<file path="config.mk">
export PLATFORM = sky130hd
export DESIGN_NAME = jog_updown_freq_command
export DESIGN_NICKNAME = d
export VERILOG_FILES = /design/src/rtl/jog_updown_pkg.sv /design/src/rtl/jog_updown_freq_command.sv
export VERILOG_INCLUDE_DIRS = /design/src /design/src/rtl
export SDC_FILE = /design/constraint.sdc
export NUM_CORES = 1
export LEC_CHECK = 0
export CORE_ASPECT_RATIO = 0.6
export CORE_MARGIN = 2
export CORE_UTILIZATION = 32
export DETAILED_ROUTE_END_ITERATION = 10
export DONT_BUFFER_PORTS = 1
export PLACE_DENSITY = 0.43
export SLEW_MARGIN = 20
export SYNTH_ARGS = -nofsm -noshare
export SYNTH_HDL_FRONTEND = slang
export SYNTH_SLANG_ARGS = --single-unit
</file>
<file path="constraint.sdc">
create_clock -name aclk -period 5.6 [get_ports aclk]
set_clock_uncertainty 0.15 [all_clocks]
set_input_delay 1.12 -clock aclk [delete_from_list [all_inputs] [get_ports aclk]]
set_output_delay 1.12 -clock aclk [all_outputs]
set_load 0.01 [all_outputs]
</file>
<file path="src/rtl/jog_updown_map.svh">
/*
 Offsets, field positions, reset values and function codes of the
 jog and up-down frequency command block. Assumes inclusion by bare name.
*/
`ifndef JOG_UPDOWN_MAP_SVH
`define JOG_UPDOWN_MAP_SVH

// Register byte offsets
`define REG_CTRL 12'h000
`define REG_JOG_FREQ 12'h004
`define REG_START_FREQ 12'h008
`define REG_MAX_FREQ 12'h00c
`define REG_FUNC_CODES 12'h010
`define REG_SAVED_FREQ 12'h014
`define REG_BASE_FREQ 12'h018
`define REG_STATUS 12'h01c
`define REG_CMD_FREQ 12'h020
`define REG_UPDOWN_FREQ 12'h024

// Control fields
`define CTRL_SAVE_BIT 0
`define CTRL_DWELL_BIT 1
`define CTRL_SRC_LSB 8
`define CTRL_SRC_MSB 11
`define CTRL_RUN_BIT 12
`define CTRL_DECEL_BIT 13

// Reset values, frequencies in 0.01 Hz
`define JOG_FREQ_RST 16'h03e8
`define START_FREQ_RST 16'h0032
`define MAX_FREQ_RST 16'h1770
`define FUNC_CODES_RST 40'h0403020100
`define FREQ_SRC_RST 4'h0

// Function codes and source select
`define FC_JOG 5'h04
`define FC_UP 5'h0f
`define FC_DOWN 5'h10
`define FC_JOG_FWD 5'h18
`define FC_SAVE_CLR 5'h19
`define SRC_UPDOWN 4'ha

// Terminal function code fields
`define FC_STRIDE 8
`define FC_WIDTH 5

// Status fields
`define STATUS_MODE_LSB 0
`define STATUS_MODE_MSB 2
`define STATUS_FC4_LSB 8
`define STATUS_FC4_MSB 15

// Bus byte lanes
`define BUS_LANES 4
`define LANE_BITS 8

// Up-down ramp step per enable tick
`define UD_STEP 16'h0001
`define UD_DIV 16'h4e1f

// Bus responses
`define RESP_OKAY 2'h0
`define RESP_SLVERR 2'h2

`endif

</file>
<file path="src/rtl/jog_updown_pkg.sv">
/*
 Types of the jog and up-down frequency command block.
 Assumes nothing of its surroundings.
*/
package jog_updown_pkg;

  typedef enum logic [2:0] {
    MODE_BASE = 3'b001,
    MODE_UPDOWN = 3'b010,
    MODE_JOG = 3'b100
  } mode_t;

  typedef struct packed {
    logic aw_busy;
    logic w_busy;
    logic [11:0] awaddr;
    logic [31:0] wdata;
    logic [3:0] wstrb;
    logic bvalid;
    logic [1:0] bresp;
    logic rvalid;
    logic [31:0] rdata;
    logic [1:0] rresp;
  } bus_state_t;

  typedef struct packed {
    logic save_opt;
    logic dwell;
    logic [3:0] freq_src;
    logic run;
    logic decel;
    logic [15:0] jog_freq;
    logic [15:0] start_freq;
    logic [15:0] max_freq;
    logic [39:0] func_codes;
    logic [15:0] saved_freq;
    logic [15:0] base_freq;
    logic [15:0] ud_freq;
    logic [15:0] cmd_freq;
    logic [15:0] div_cnt;
    logic run_prev;
    mode_t mode;
    mode_t prev_mode;
  } core_state_t;

endpackage

</file>
<file path="src/rtl/jog_updown_freq_command.sv">
/*
 Frequency command selection: jog, forward jog, up-down with save/clear,
 configured over an AXI4-Lite slave. Assumes terminal inputs synchronous
 to aclk and frequencies in units of 0.01 Hz.
*/
// What this block does
// - Jog frequency default 10.00 Hz, used during jog
// - Jog frequency clamped between start and maximum
// - Function code 4 selects jog input
// - Jog ranks second, only dwell above
// - Jog overrides multi-step, up-down, 3-wire command
// - Function code 24 selects forward jog input
// - Three terminals standard, five advanced, own codes
// - Up-down path only when source equals 10
// - Code 15 is up, code 16 is down
// - Code 25 clears saved up-down frequency
// - Save option 1 stores frequency before stop
// - Save option 0 stores nothing
// - Clear input clears saved frequency in up-down
// - Clear ignored while up or down asserted
`include "jog_updown_map.svh"

module jog_updown_freq_command
  import jog_updown_pkg::*;
#(
  parameter int NUM_INPUTS = 5
) (
  // Clock and reset
  input wire logic aclk,
  input wire logic aresetn,
  // AXI4-Lite write address
  input wire logic [11:0] s_axi_awaddr,
  input wire logic s_axi_awvalid,
  output logic s_axi_awready,
  // AXI4-Lite write data
  input wire logic [31:0] s_axi_wdata,
  input wire logic [3:0] s_axi_wstrb,
  input wire logic s_axi_wvalid,
  output logic s_axi_wready,
  // AXI4-Lite write response
  output logic [1:0] s_axi_bresp,
  output logic s_axi_bvalid,
  input wire logic s_axi_bready,
  // AXI4-Lite read address
  input wire logic [11:0] s_axi_araddr,
  input wire logic s_axi_arvalid,
  output logic s_axi_arready,
  // AXI4-Lite read data
  output logic [31:0] s_axi_rdata,
  output logic [1:0] s_axi_rresp,
  output logic s_axi_rvalid,
  input wire logic s_axi_rready,
  // Multi-function input terminals
  input wire logic [NUM_INPUTS-1:0] multi_input,
  // Frequency command
  output logic [15:0] cmd_freq,
  output logic jog_active,
  output logic updown_active
);

  bus_state_t bus_q;
  bus_state_t bus_d;
  core_state_t core_q;
  core_state_t core_d;

  logic [NUM_INPUTS-1:0] is_jog;
  logic [NUM_INPUTS-1:0] is_up;
  logic [NUM_INPUTS-1:0] is_down;
  logic [NUM_INPUTS-1:0] is_clr;
  logic jog_req;
  logic up_req;
  logic down_req;
  logic clr_req;
  logic updown_en;
  logic [15:0] jog_lim;
  logic tick;
  logic do_write;
  logic stop_edge;
  logic [31:0] rd_val;
  logic rd_err;
  logic [31:0] wmask;
  mode_t sel_mode;
  logic wr_ok;
  logic save_now;
  logic clr_ok;
  logic ramp_up;
  logic ramp_down;
  logic enter_ud;

  // Per-terminal function decode
  genvar gi;
  generate
    for (gi = 0; gi < NUM_INPUTS; gi++) begin : g_term
      logic [4:0] fc;
      assign fc = core_q.func_codes[gi*`FC_STRIDE +: `FC_WIDTH];
      assign is_jog[gi] = multi_input[gi] && (fc == `FC_JOG || fc == `FC_JOG_FWD);
      assign is_up[gi] = multi_input[gi] && (fc == `FC_UP);
      assign is_down[gi] = multi_input[gi] && (fc == `FC_DOWN);
      assign is_clr[gi] = multi_input[gi] && (fc == `FC_SAVE_CLR);
    end
  endgenerate

  assign jog_req = |is_jog;
  assign up_req = |is_up;
  assign down_req = |is_down;
  assign clr_req = |is_clr;
  assign updown_en = (core_q.freq_src == `SRC_UPDOWN);

  // Jog frequency clamp
  always_comb begin
    if (core_q.jog_freq < core_q.start_freq) begin
      jog_lim = core_q.start_freq;
    end else if (core_q.jog_freq > core_q.max_freq) begin
      jog_lim = core_q.max_freq;
    end else begin
      jog_lim = core_q.jog_freq;
    end
  end

  // Mode selection, dwell above jog
  always_comb begin
    if (core_q.dwell) begin
      sel_mode = core_q.prev_mode;
    end else if (jog_req) begin
      sel_mode = MODE_JOG;
    end else if (updown_en) begin
      sel_mode = MODE_UPDOWN;
    end else begin
      sel_mode = MODE_BASE;
    end
  end

  assign tick = (core_q.div_cnt == `UD_DIV);
  assign stop_edge = (core_q.run_prev && !core_q.run) || core_q.decel;

  // Save, clear and ramp qualifiers
  assign save_now = updown_en && core_q.save_opt && stop_edge;
  assign clr_ok = updown_en && clr_req && !up_req && !down_req;
  assign ramp_up = updown_en && tick && up_req && !down_req &&
                   (core_q.ud_freq < core_q.max_freq);
  assign ramp_down = updown_en && tick && down_req && !up_req &&
                     (core_q.ud_freq > core_q.start_freq);
  assign enter_ud = (core_q.mode == MODE_BASE) && (sel_mode == MODE_UPDOWN) &&
                    core_q.save_opt;

  // Bus write strobe mask, one byte lane each
  genvar gb;
  generate
    for (gb = 0; gb < `BUS_LANES; gb++) begin : g_lane
      assign wmask[gb*`LANE_BITS +: `LANE_BITS] = {`LANE_BITS{bus_q.wstrb[gb]}};
    end
  endgenerate

  assign do_write = bus_q.aw_busy && bus_q.w_busy && !bus_q.bvalid;

  // Write decode, read-only and unmapped words refused
  always_comb begin
    wr_ok = 1'b0;
    if (bus_q.awaddr == `REG_CTRL) begin
      wr_ok = 1'b1;
    end else if (bus_q.awaddr == `REG_JOG_FREQ) begin
      wr_ok = 1'b1;
    end else if (bus_q.awaddr == `REG_START_FREQ) begin
      wr_ok = 1'b1;
    end else if (bus_q.awaddr == `REG_MAX_FREQ) begin
      wr_ok = 1'b1;
    end else if (bus_q.awaddr == `REG_FUNC_CODES) begin
      wr_ok = 1'b1;
    end else if (bus_q.awaddr == `REG_SAVED_FREQ) begin
      wr_ok = 1'b1;
    end else if (bus_q.awaddr == `REG_BASE_FREQ) begin
      wr_ok = 1'b1;
    end else if (bus_q.awaddr == `REG_STATUS) begin
      wr_ok = 1'b1;
    end else begin
      wr_ok = 1'b0;
    end
  end

  // Read decode
  always_comb begin
    rd_val = 32'h0000_0000;
    rd_err = 1'b0;
    if (s_axi_araddr == `REG_CTRL) begin
      rd_val[`CTRL_SAVE_BIT] = core_q.save_opt;
      rd_val[`CTRL_DWELL_BIT] = core_q.dwell;
      rd_val[`CTRL_SRC_MSB:`CTRL_SRC_LSB] = core_q.freq_src;
      rd_val[`CTRL_RUN_BIT] = core_q.run;
      rd_val[`CTRL_DECEL_BIT] = core_q.decel;
    end else if (s_axi_araddr == `REG_JOG_FREQ) begin
      rd_val[15:0] = core_q.jog_freq;
    end else if (s_axi_araddr == `REG_START_FREQ) begin
      rd_val[15:0] = core_q.start_freq;
    end else if (s_axi_araddr == `REG_MAX_FREQ) begin
      rd_val[15:0] = core_q.max_freq;
    end else if (s_axi_araddr == `REG_FUNC_CODES) begin
      rd_val = core_q.func_codes[31:0];
    end else if (s_axi_araddr == `REG_SAVED_FREQ) begin
      rd_val[15:0] = core_q.saved_freq;
    end else if (s_axi_araddr == `REG_BASE_FREQ) begin
      rd_val[15:0] = core_q.base_freq;
    end else if (s_axi_araddr == `REG_STATUS) begin
      rd_val[`STATUS_MODE_MSB:`STATUS_MODE_LSB] = core_q.mode;
      rd_val[`STATUS_FC4_MSB:`STATUS_FC4_LSB] = core_q.func_codes[39:32];
    end else if (s_axi_araddr == `REG_CMD_FREQ) begin
      rd_val[15:0] = core_q.cmd_freq;
    end else if (s_axi_araddr == `REG_UPDOWN_FREQ) begin
      rd_val[15:0] = core_q.ud_freq;
    end else begin
      rd_err = 1'b1;
    end
  end

  // Bus next state
  always_comb begin
    bus_d = bus_q;
    if (!bus_q.aw_busy && s_axi_awvalid) begin
      bus_d.aw_busy = 1'b1;
      bus_d.awaddr = s_axi_awaddr;
    end
    if (!bus_q.w_busy && s_axi_wvalid) begin
      bus_d.w_busy = 1'b1;
      bus_d.wdata = s_axi_wdata;
      bus_d.wstrb = s_axi_wstrb;
    end
    if (do_write) begin
      bus_d.bvalid = 1'b1;
      bus_d.bresp = `RESP_OKAY;
      if (!wr_ok) begin
        bus_d.bresp = `RESP_SLVERR;
      end
    end
    if (bus_q.bvalid && s_axi_bready) begin
      bus_d.bvalid = 1'b0;
      bus_d.aw_busy = 1'b0;
      bus_d.w_busy = 1'b0;
    end
    if (!bus_q.rvalid && s_axi_arvalid) begin
      bus_d.rvalid = 1'b1;
      bus_d.rdata = rd_val;
      bus_d.rresp = rd_err ? `RESP_SLVERR : `RESP_OKAY;
    end else if (bus_q.rvalid && s_axi_rready) begin
      bus_d.rvalid = 1'b0;
    end
  end

  // Core next state
  always_comb begin
    core_d = core_q;
    core_d.run_prev = core_q.run;
    core_d.div_cnt = tick ? 16'h0000 : core_q.div_cnt + 16'h0001;
    if (do_write) begin
      if (bus_q.awaddr == `REG_CTRL) begin
        core_d.save_opt = wmask[`CTRL_SAVE_BIT] ? bus_q.wdata[`CTRL_SAVE_BIT] : core_q.save_opt;
        core_d.dwell = wmask[`CTRL_DWELL_BIT] ? bus_q.wdata[`CTRL_DWELL_BIT] : core_q.dwell;
        core_d.freq_src = wmask[`CTRL_SRC_LSB] ?
                          bus_q.wdata[`CTRL_SRC_MSB:`CTRL_SRC_LSB] : core_q.freq_src;
        core_d.run = wmask[`CTRL_RUN_BIT] ? bus_q.wdata[`CTRL_RUN_BIT] : core_q.run;
        core_d.decel = wmask[`CTRL_DECEL_BIT] ? bus_q.wdata[`CTRL_DECEL_BIT] : core_q.decel;
      end else if (bus_q.awaddr == `REG_JOG_FREQ) begin
        core_d.jog_freq = (bus_q.wdata[15:0] & wmask[15:0]) | (core_q.jog_freq & ~wmask[15:0]);
      end else if (bus_q.awaddr == `REG_START_FREQ) begin
        core_d.start_freq = (bus_q.wdata[15:0] & wmask[15:0]) |
                            (core_q.start_freq & ~wmask[15:0]);
      end else if (bus_q.awaddr == `REG_MAX_FREQ) begin
        core_d.max_freq = (bus_q.wdata[15:0] & wmask[15:0]) | (core_q.max_freq & ~wmask[15:0]);
      end else if (bus_q.awaddr == `REG_FUNC_CODES) begin
        core_d.func_codes[31:0] = (bus_q.wdata & wmask) | (core_q.func_codes[31:0] & ~wmask);
      end else if (bus_q.awaddr == `REG_STATUS) begin
        if (wmask[`STATUS_FC4_LSB]) begin
          core_d.func_codes[39:32] = bus_q.wdata[`STATUS_FC4_MSB:`STATUS_FC4_LSB];
        end
      end else if (bus_q.awaddr == `REG_SAVED_FREQ) begin
        core_d.saved_freq = (bus_q.wdata[15:0] & wmask[15:0]) |
                            (core_q.saved_freq & ~wmask[15:0]);
      end else if (bus_q.awaddr == `REG_BASE_FREQ) begin
        core_d.base_freq = (bus_q.wdata[15:0] & wmask[15:0]) |
                           (core_q.base_freq & ~wmask[15:0]);
      end
    end

    // Up-down ramp
    if (ramp_up) begin
      core_d.ud_freq = core_q.ud_freq + `UD_STEP;
    end else if (ramp_down) begin
      core_d.ud_freq = core_q.ud_freq - `UD_STEP;
    end

    // Save on stop or deceleration
    if (save_now) begin
      core_d.saved_freq = core_q.ud_freq;
    end

    // Clear saved value, blocked by up or down
    if (clr_ok) begin
      core_d.saved_freq = 16'h0000;
      core_d.ud_freq = 16'h0000;
    end

    // Mode tracking for return after jog
    core_d.mode = sel_mode;
    if (sel_mode != MODE_JOG && core_q.mode != MODE_JOG) begin
      core_d.prev_mode = sel_mode;
    end
    if (core_q.mode == MODE_JOG && sel_mode != MODE_JOG && updown_en) begin
      core_d.mode = core_q.prev_mode == MODE_UPDOWN ? MODE_UPDOWN : sel_mode;
    end
    if (enter_ud) begin
      core_d.ud_freq = core_q.saved_freq;
    end
    case (core_d.mode)
      MODE_JOG: core_d.cmd_freq = jog_lim;
      MODE_UPDOWN: core_d.cmd_freq = core_d.ud_freq;
      default: core_d.cmd_freq = core_q.base_freq;
    endcase
  end

  always_ff @(posedge aclk) begin
    if (!aresetn) begin
      bus_q <= '0;
      core_q <= '0;
      core_q.jog_freq <= `JOG_FREQ_RST;
      core_q.start_freq <= `START_FREQ_RST;
      core_q.max_freq <= `MAX_FREQ_RST;
      core_q.func_codes <= `FUNC_CODES_RST;
      core_q.freq_src <= `FREQ_SRC_RST;
      core_q.mode <= MODE_BASE;
      core_q.prev_mode <= MODE_BASE;
    end else begin
      bus_q <= bus_d;
      core_q <= core_d;
    end
  end

  assign s_axi_awready = !bus_q.aw_busy;
  assign s_axi_wready = !bus_q.w_busy;
  assign s_axi_bvalid = bus_q.bvalid;
  assign s_axi_bresp = bus_q.bresp;
  assign s_axi_arready = !bus_q.rvalid;
  assign s_axi_rvalid = bus_q.rvalid;
  assign s_axi_rdata = bus_q.rdata;
  assign s_axi_rresp = bus_q.rresp;
  assign cmd_freq = core_q.cmd_freq;
  assign jog_active = (core_q.mode == MODE_JOG);
  assign updown_active = (core_q.mode == MODE_UPDOWN);

endmodule

</file>
* Word level (Yosys, flattened, before mapping)
Index checks and enable logic that the tools add are counted.
** Word-level totals
- Bits of input ports :: 72
- Register bits after elaboration :: 271
- Bits in read-only memories :: 0
- Output and inout port bits :: 59
- Latch bits :: 0
- Bits in writable memories :: 0
- Memories :: 0
** Operators by class
- Multiply operators :: 0
- Divide/modulo/power cells :: 0
- Order comparisons :: 4
- Equality and inequality tests :: 58
- Bitwise logic cells :: 24
- Add/subtract/negate cells :: 3
- Reductions and logical operators :: 79
- Mux-type cells :: 64
- Shift operators :: 0
** Operator list (number)
- 2-to-1 mux 16 bit :: 22
- 2-to-1 mux 32 bit :: 7
- bitwise AND 16 bit :: 6
- == test 12 x 5 -> 1 bit (second input constant) :: 8
- OR 16 bit :: 5
- == test 5 bit (second input constant) :: 15
- bitwise AND 32 bit :: 2
- == test 12 x 4 -> 1 bit (second input constant) :: 4
- logical AND 1 bit :: 45
- adder 16 x 1 -> 16 bit (second input constant) :: 2
- greater-than comparator 16 bit :: 2
- < comparator 16 bit :: 2
- NOT 32 bit :: 1
- OR 32 bit :: 1
- one-hot mux 16 bit (2 select lines) :: 1
- == test 5 x 3 -> 1 bit (second input constant) :: 5
- == test 5 x 4 -> 1 bit (second input constant) :: 5
- == test 12 x 3 -> 1 bit (second input constant) :: 2
- == test 12 x 6 -> 1 bit (second input constant) :: 2
- logical NOT 12 bit :: 2
- 2-to-1 mux 1 bit :: 20
- OR reduction 5 bit :: 4
- 2-to-1 mux 18 bit :: 1
- == test 16 x 15 -> 1 bit (second input constant) :: 1
- other kinds (24) :: 67

* Logic depth before layout (Yosys ltp)
Gate-level depths: netlist (run 1).
- Depth after elaboration :: 13
- Gate-level depth with buffers :: 11
- Gate-level depth less buffers :: 10

* Worst setup path after synthesis (run 1)
OpenSTA, ideal clock, no wires.
- Path kind :: in2reg
- Start :: input port s_axi_araddr[9]
- End :: register bus_q (netlist bit s_axi_rdata[12])
- Arrival time :: 3251 ps
- Library setup time :: 74 ps
- Buffers on the path :: 3
- Stages :: 8
- Path slack :: 2125 ps
- Cells stage by stage :: nor4_1 and2_0 clkbuf_1 and3_1 clkbuf_1 buf_1 a22oi_1 a31oi_1
** Between the ends
- Longest elaborated chain between the ends :: 11
- Elaborated cells on any way between the ends :: 20
- Those cells by class :: 9 x eq/ne; 10 x mux; 1 x reduce/logical
** RTL lines
- start: declaration :: line jog_updown_freq_command.sv:45 : input wire logic [11:0] s_axi_araddr,
- == test 12 x 6 -> 1 bit (no source line)
- 2-to-1 mux 16 bit :: line jog_updown_freq_command.sv:207 : end else if (s_axi_araddr == `REG_UPDOWN_FREQ) begin
- 2-to-1 mux 16 bit :: line jog_updown_freq_command.sv:205 : end else if (s_axi_araddr == `REG_CMD_FREQ) begin
- 2-to-1 mux 8 bit :: line jog_updown_freq_command.sv:202 : end else if (s_axi_araddr == `REG_STATUS) begin
- 2-to-1 mux 16 bit :: line jog_updown_freq_command.sv:200 : end else if (s_axi_araddr == `REG_BASE_FREQ) begin
- 2-to-1 mux 16 bit :: line jog_updown_freq_command.sv:198 : end else if (s_axi_araddr == `REG_SAVED_FREQ) begin
- 2-to-1 mux 16 bit :: line jog_updown_freq_command.sv:196 : end else if (s_axi_araddr == `REG_FUNC_CODES) begin
- 2-to-1 mux 16 bit :: line jog_updown_freq_command.sv:194 : end else if (s_axi_araddr == `REG_MAX_FREQ) begin
- 2-to-1 mux 16 bit :: line jog_updown_freq_command.sv:192 : end else if (s_axi_araddr == `REG_START_FREQ) begin
- 2-to-1 mux 16 bit :: line jog_updown_freq_command.sv:190 : end else if (s_axi_araddr == `REG_JOG_FREQ) begin
- 2-to-1 mux 6 bit * :: line jog_updown_freq_command.sv:184 : if (s_axi_araddr == `REG_CTRL) begin
- end signal: assignment :: line jog_updown_freq_command.sv:330 : bus_q <= bus_d;
- end: declaration :: line jog_updown_freq_command.sv:61 : bus_state_t bus_q;
Mark *: on every way between the ends. The rest lies on a longest branch, timed or not.
A chain may end at the register's enable or synchronous reset.

==> Flow_metrics.wiki, run 1 <==
{| class="wikitable"
! Metric !! Value
|-
| Area fraction in compound gates after synthesis || 19.4%
|-
| Utilization of the core after routing || 35.0%
|-
| Startpoint Class || flop
|-
| Fraction of final layout cells sized beyond drive strength 1 || 6.50%
|-
| Area leader, netlist || dfxtp_1
|-
| Worst hold path type || reg2reg
|-
| Number of buffers between clock root and the deepest sink || 3
|-
| Transition at the pin with the smallest max-transition slack || 1130 ps
|-
| Effective utilization at floorplan || 32.3%
|-
| Worst-case register-to-register setup slack || 1480 ps
|-
| Arrival time of data at the critical path endpoint || 4480 ps
|-
| Adder-Cell Fraction of Synth Area || 5.63%
|-
| Avg Cell Area, Syn || 7.89 µm²
|-
| Hold Fails Final Rpt || 0
|-
| Setup TNS || 0 ps
|-
| Antenna violations before repair || 0
|-
| Worst Path Class, Setup || reg2reg
|-
| Wire length of the first global-routing pass || 93300 µm
|-
| Drt initial violations || 1966
|-
| Number of gates resized after CTS || 0
|-
| Share of cell area taken by muxes after synthesis || 4.78%
|-
| Number of global-route vias before repair || 12206
|-
| Vert. Die Dim || 169 µm
|-
| Source-to-sink clock delay at the later pin of the worst-skew pair || 580 ps
|-
| Number of cells in the finished layout apart from fillers || 2342
|-
| Root cell of the clock tree || clkbuf_16
|-
| Rows || 60
|-
| Post-detailed-placement half-perimeter wirelength || 50300 µm
|-
| Post-CTS Hold Fix Bufs || 0
|-
| Total I/O pin count || 131
|-
| Post-synthesis instance area || 0.0144 mm²
|-
| Worst slack on hold paths || 304 ps
|-
| Die area || 0.0469 mm²
|-
| DRC Markers || 0
|-
| Leftover overflow at the end of global routing || 0
|-
| Sequential-to-total area share from yosys stat || 37.3%
|-
| Area of the core region || 0.0447 mm²
|-
| Number of synthesized register bits || 269
|-
| Ratio of final minimum period to clock period || 73.5%
|-
| Layout area overhead || 8.34%
|-
| RSZ-0062 raised after global routing || false
|-
| Cell with the most instances after synthesis || nand2_1
|-
| Endpoint required time on the critical path || 5960 ps
|-
| Remaining max-slew budget at the tightest pin || 23.8%
|-
| Largest net degree at the start of global routing || 77
|-
| Cells after DPL || 2289
|-
| Share of async-settable or async-resettable flops after synthesis || 0%
|-
| Total wire length after detailed routing || 66300 µm
|-
| Clock transition at the register clock pins on the worst setup and hold paths after CTS || 70 ps
|-
| Post-detailed-route wirelength per cell || 28.3 µm
|-
| Global router's overall resource usage || 27.6%
|-
| CTS tree || built
|-
| Combinational family with the most area after synthesis || simple AND/OR/NAND/NOR gates
|-
| Depth of the most critical reg-to-reg path || 10
|-
| NumNets Final || 1868
|-
| Post-synthesis share of cell area spent on and, or, nand and nor gates || 25.0%
|-
| Maximum VDD drop || 0.221 mV
|-
| Synth Instances || 1829
|-
| Time the worst path needs with I/O delays and setup || 4120 ps
|-
| Via count || 13730
|-
| Count of max-cap constraint violations || 0
|-
| Lkg Pwr || 5.53 nW
|-
| Final RePlAce weighted congestion || 1.00
|-
| Number of failing setup endpoints in the final timing report || 0
|-
| CTS buffer count || 29
|-
| Endpoint with the worst hold slack || bus_q[85]
|-
| Netlist cell types || 75
|-
| Start point of the worst hold path || bus_q[85]
|-
| Sinks on Clock Net || 269
|-
| Fill cells || 4691
|-
| Number of antenna diodes || 0
|-
| Synth Area in XOR/XNOR || 1.09%
|-
| Routed vias/inst || 5.86
|-
| Worst Path Max Fanout || 7
|-
| Outcome || complete, no violations
|-
| Crit. End Element || flop
|-
| Number of buffer cells added on primary ports || 0
|-
| Share of the synthesized area in the top cell type || 37.3%
|-
| EDFF count, synth || 0
|-
| Die X || 278 µm
|-
| Top cells by count, synth || nand2_1 (386), dfxtp_1 (269), a21oi_1 (192)
|-
| Sum of internal, switching and leakage power || 4.25 mW
|-
| Highest Clock Rate || 0.243 GHz
|-
| Number of post-CTS setup repair buffers || 0
|-
| R2R Path End || cmd_freq[9]
|-
| Number of max-slew violations in the final report || 0
|-
| Number of nets with antenna violations after routing || 0
|-
| Commonest register cell after synthesis || dfxtp_1
|-
| Syn. warnings || 0
|-
| Worst hold path stage count || 2
|-
| Dominant cells by area after synthesis || dfxtp_1 (37%), nand2_1 (10%), a21oi_1 (6.7%)
|-
| Iteration count of the initial detailed-routing pass || 7
|-
| Power per cell area || 272 mW/mm²
|-
| H-Tree Depth || 1
|}
[cell usage in the layout, fill, tap and decap left out, types with 13 or more instances in the layout]
master,n
a21oi_1,192
nand2_1,386
and3_1,18
a31oi_1,15
nand3_1,74
and2_1,14
a211oi_1,27
a22oi_1,15
a22o_1,13
inv_1,49
nand4_1,34
or3_1,15
clkbuf_16,29
nor2_1,97
nor3_1,21
o211ai_1,20
mux2i_1,51
ha_1,65
buf_4,27
dfxtp_1,269
nand2b_1,15
o21ai_0,57
nor3b_1,18
[routing by layer]
| layer | track usage, % | share of wire (%) | up-vias |
|---|---|---|---|
| li1 | - | - | 6297 |
| met1 | 42.0 | 48 | 6666 |
| met2 | 34.4 | 36 | 678 |
| met3 | 12.4 | 14 | 89 |
| met4 | 5.76 | 2.3 | 0 |
| met5 | 0 | 0 | - |
[power breakdown]
part | switching (mW) | total [mW] | leakage [nW] | internal, mW
sequential | 0.0713 | 2.02 | 2.18 | 1.95
clock | 0.869 | 2.06 | 0.486 | 1.19
combinational | 0.118 | 0.165 | 2.86 | 0.0471
[kinds of logic (layout without fill, tap and decap cells)]
| kind of cell | after synthesis | count (layout) |
|---|---|---|
| simple gates | 767 | 767 |
| buf+inv | 207 | 130 |
| compound gates | 439 | 439 |
| flops | 269 | 269 |
| other cells | 1 | 2 |
| mux | 63 | 63 |
| xor+xnor | 18 | 18 |
| fa+ha+maj | 65 | 65 |
[critical path, cell delays in order, from the launching register on]
cell	delay (ps)
dfxtp_1	380
inv_1	170
ha_1	330
a21o_1	150
a31oi_1	410
o21ai_0	550
a2111oi_4	680
nand2_1	280
o32a_1	490
or3_1	370
nand3_1	80
[per-stage QoR]
step	worst slack (ps)	area, µm²
6_report	1480	15600
3_3_place_gp	1330	14600
5_1_grt	1410	15600
3_5_place_dp	1250	14600
4_1_cts	1750	15600
2_1_floorplan	2120	14400
[final cells by class]
class	instances	area, µm²	share of cell area, %
flip-flops and latches	269	5390	34.4
clock inverters	13	158	1.01
multi-input cells	1354	8120	51.9
clock buffers	40	847	5.42
repair buffers	27	203	1.30
inverters	50	193	1.23
well taps	589	737	4.71
[worst max path at each step]
| stage | end |
|---|---|
| final | cmd_freq[9] |
| after floorplan | s_axi_rdata[12] |
| after CTS | cmd_freq[9] |
| after detailed placement | s_axi_rdata[5] |
| after global placement | core_q[52] |
| after global routing | cmd_freq[13] |
Note: power is estimated with default switching activity, not from simulation.
==> inputs of run 2 (changes only) <==
PLACE_DENSITY = 0.44   (was 0.43)
clock period = 3.7 ns   (was 5.6 ns; I/O delays follow)
==> Flow_metrics.wiki, run 2 (synthesis results as in run 1) <==
{| class="wikitable"
! Metric !! Value
|-
| Sinks on Clock Net || 269 (unchanged)
|-
| Root cell of the clock tree || clkbuf_16
|-
| Met3 track utilization from global routing || 11.6% (-0.72 points)
|-
| Final cell area excluding filler cells || 0.0162 mm² (+3.3%)
|-
| Busiest grt layer || met1
|-
| Global routing met2 resource utilization || 33.5% (-0.95 points)
|-
| Switching power as a share of total power || 24.9% (about the same)
|-
| CTS buffer count || 28 (-3.4%)
|-
| Iteration count of the initial detailed-routing pass || 6 (-1)
|-
| Number of buffer cells added on primary ports || 0 (unchanged)
|-
| Placed Area || 0.0152 mm² (+3.9%)
|-
| CTS tree || built
|-
| Met1 Track Usage GR || 43.1% (+1.1 points)
|-
| Post-CTS Hold Fix Bufs || 0 (unchanged)
|-
| Utilization of the core after routing || 36.2% (+1.1 points)
|-
| Routed vias/inst || 5.90 (+0.64%)
|-
| Total wire length after detailed routing || 66300 µm (about the same)
|-
| Cell chain of the critical path || ha_1 -> a21oi_1 -> o21ai_0 -> a221o_1 -> a211o_1 -> nor3b_1 -> a32oi_1 -> xnor2_1 -> a221o_1
|-
| Highest Clock Rate || 0.279 GHz (+15%)
|-
| Outcome || complete, no violations
|-
| Number of nets with antenna violations after routing || 0 (unchanged)
|-
| Number of global-route vias before repair || 12900 (+5.7%)
|-
| Final RePlAce weighted congestion || 1.06 (+5.7%)
|-
| Critical-path top delay cell || dfxtp_1
|-
| Area of the core region || 0.0447 mm² (unchanged)
|-
| NumNets Final || 1943 (+4.0%)
|-
| Maximum VDD drop || 0.308 mV (+39%)
|-
| H-Tree Depth || 1 (unchanged)
|-
| Lkg Pwr || 5.90 nW (+6.7%)
|-
| Source-to-sink clock delay at the later pin of the worst-skew pair || 590 ps (about the same)
|-
| DRC Markers || 0 (unchanged)
|-
| Global router's overall resource usage || 27.4% (-0.16 points)
|-
| Slowest stage delay, CP || 710 ps (+30 ps)
|-
| Number of max-slew violations in the final report || 0 (unchanged)
|-
| Wire length of the first global-routing pass || 94100 µm (+0.85%)
|-
| Hold Fails Final Rpt || 0 (unchanged)
|-
| Remaining max-slew budget at the tightest pin || 32.5% (+8.7 points)
|-
| Worst Path Class, Setup || reg2reg
|-
| Power per cell area || 389 mW/mm² (+43%)
|-
| Clock transition at the register clock pins on the worst setup and hold paths after CTS || 70 ps (about the same)
|-
| Ratio of final minimum period to clock period || 97.0% (+24 points)
|-
| Cell occurring most often along the worst timing path || a221o_1
|-
| Share of power burned in combinational logic || 4.1% (+0.2 points)
|-
| Leftover overflow at the end of global routing || 0 (unchanged)
|-
| Time the worst path needs with I/O delays and setup || 3590 ps (-527 ps)
|-
| Number of buffers between clock root and the deepest sink || 3 (unchanged)
|-
| Number of failing setup endpoints in the final timing report || 0 (unchanged)
|-
| Crit. End Element || flop
|-
| Commonest non-fill, non-tap cells in the layout || nand2_1 (386), dfxtp_1 (269), a21oi_1 (192), buf_4 (101), nor2_1 (99)
|-
| Setup TNS || 0 ps (unchanged)
|-
| Most frequent standard cell in the layout excluding fill and tap cells || nand2_1
|-
| Effective utilization at floorplan || 32.3% (unchanged)
|-
| RSZ-0062 raised after global routing || false
|-
| Post-detailed-placement half-perimeter wirelength || 52000 µm (+3.3%)
|-
| Number of buffer and inverter instances along the worst setup path || 0 (-1)
|-
| Via count || 14254 (+3.8%)
|-
| Number of post-CTS setup repair buffers || 0 (unchanged)
|-
| Fraction of final layout cells sized beyond drive strength 1 || 9.86% (+3.4 points)
|-
| Count of max-cap constraint violations || 0 (unchanged)
|-
| Drt initial violations || 1991 (+1.3%)
|-
| CP top delay family || compound AO/OA/AOI/OAI gates
|-
| Vert. Die Dim || 169 µm (unchanged)
|-
| Die area || 0.0469 mm² (unchanged)
|-
| Endpoint required time on the critical path || 4020 ps (-1940 ps)
|-
| Total I/O pin count || 131 (unchanged)
|-
| Largest net degree at the start of global routing || 114 (+48%)
|-
| Worst Path Max Fanout || 9 (+2)
|-
| Net switching power of the design || 1.57 mW (+48%)
|-
| Sum of internal, switching and leakage power || 6.28 mW (+48%)
|-
| Rows || 60 (unchanged)
|-
| Relative contribution of the clock network to total power || 47.4% (-1.2 points)
|-
| Die X || 278 µm (unchanged)
|-
| Startpoint Class || flop
|-
| Internal power || 4.72 mW (+48%)
|-
| Number of gates resized after CTS || 0 (unchanged)
|-
| Worst hold path type || in2reg
|-
| Post-detailed-route wirelength per cell || 27.4 µm (-3.1%)
|-
| Transition at the pin with the smallest max-transition slack || 986 ps (-144 ps)
|-
| Arrival time of data at the critical path endpoint || 3910 ps (-570 ps)
|-
| Sequential group share of total power || 48.6% (+1.1 points)
|-
| Layout area overhead || 11.9%
|-
| Antenna violations before repair || 2 (+2)
|}
-- run 2: cell count changes in the layout (fill, tap and decap cells not counted), sizes merged --
cell,before,now
bufinv,3,1
buf,27,103
clkbuf,40,42
diode,0,1
clkinv,5,3
inv,51,50
-- run 2: worst paths after layout --
path	slack (ps)	depth (start not counted)	start	endpoint
worst max register to register	110	9	core_q[46]	cmd_freq[11]
worst max-delay path	110	9	core_q[46]	cmd_freq[11]
worst min register to register	290	2	bus_q[70]	flop
worst min-delay path	90	1	aresetn	core_q[0]
-- run 2: final cells by class --
type	count	area, µm²
clock buffer	42	875
clock inverter	8	75.1
timing repair buffer	103	798
fill	4673	28500
tap	589	737
antenna	1	2.50
sequential	269	5390
multi-input combinational	1354	8090
inverter	50	193
-- run 2: per-stage QoR --
step	setup WS [ps]	std cells	hold slack [ps]
after floorplan	605	1830	276
after global placement	166	2364	289
after detailed placement	182	2364	297
after CTS	143	2414	71.3
after global routing	26.8	2415	75.2
final	110	2416	92.9
-- run 2: worst register-to-register path, cell delays in order (launching register included) --
cell	delay, ps
dfxtp_1	710
ha_1	380
a21oi_1	140
o21ai_0	150
a221o_1	350
a211o_1	430
nor3b_1	240
a32oi_1	440
xnor2_1	170
a221o_1	330
-- run 2: metal layers --
metal,vias to the layer above,routed length [µm]
li1,6450,-
met1,6886,32200
met2,836,23200
met3,82,9800
met4,0,1140
met5,-,0
-- run 2: power by group through the flow --
stage	Combinational, mW	Clock, mW	Sequential, mW
finish	0.255	2.98	3.05
global route	0.279	3.13	3.05
CTS	0.252	3.02	3.05
detailed placement	0.251	0	3.11
global placement	0.250	0	3.11
floorplan	0.233	0	3.04
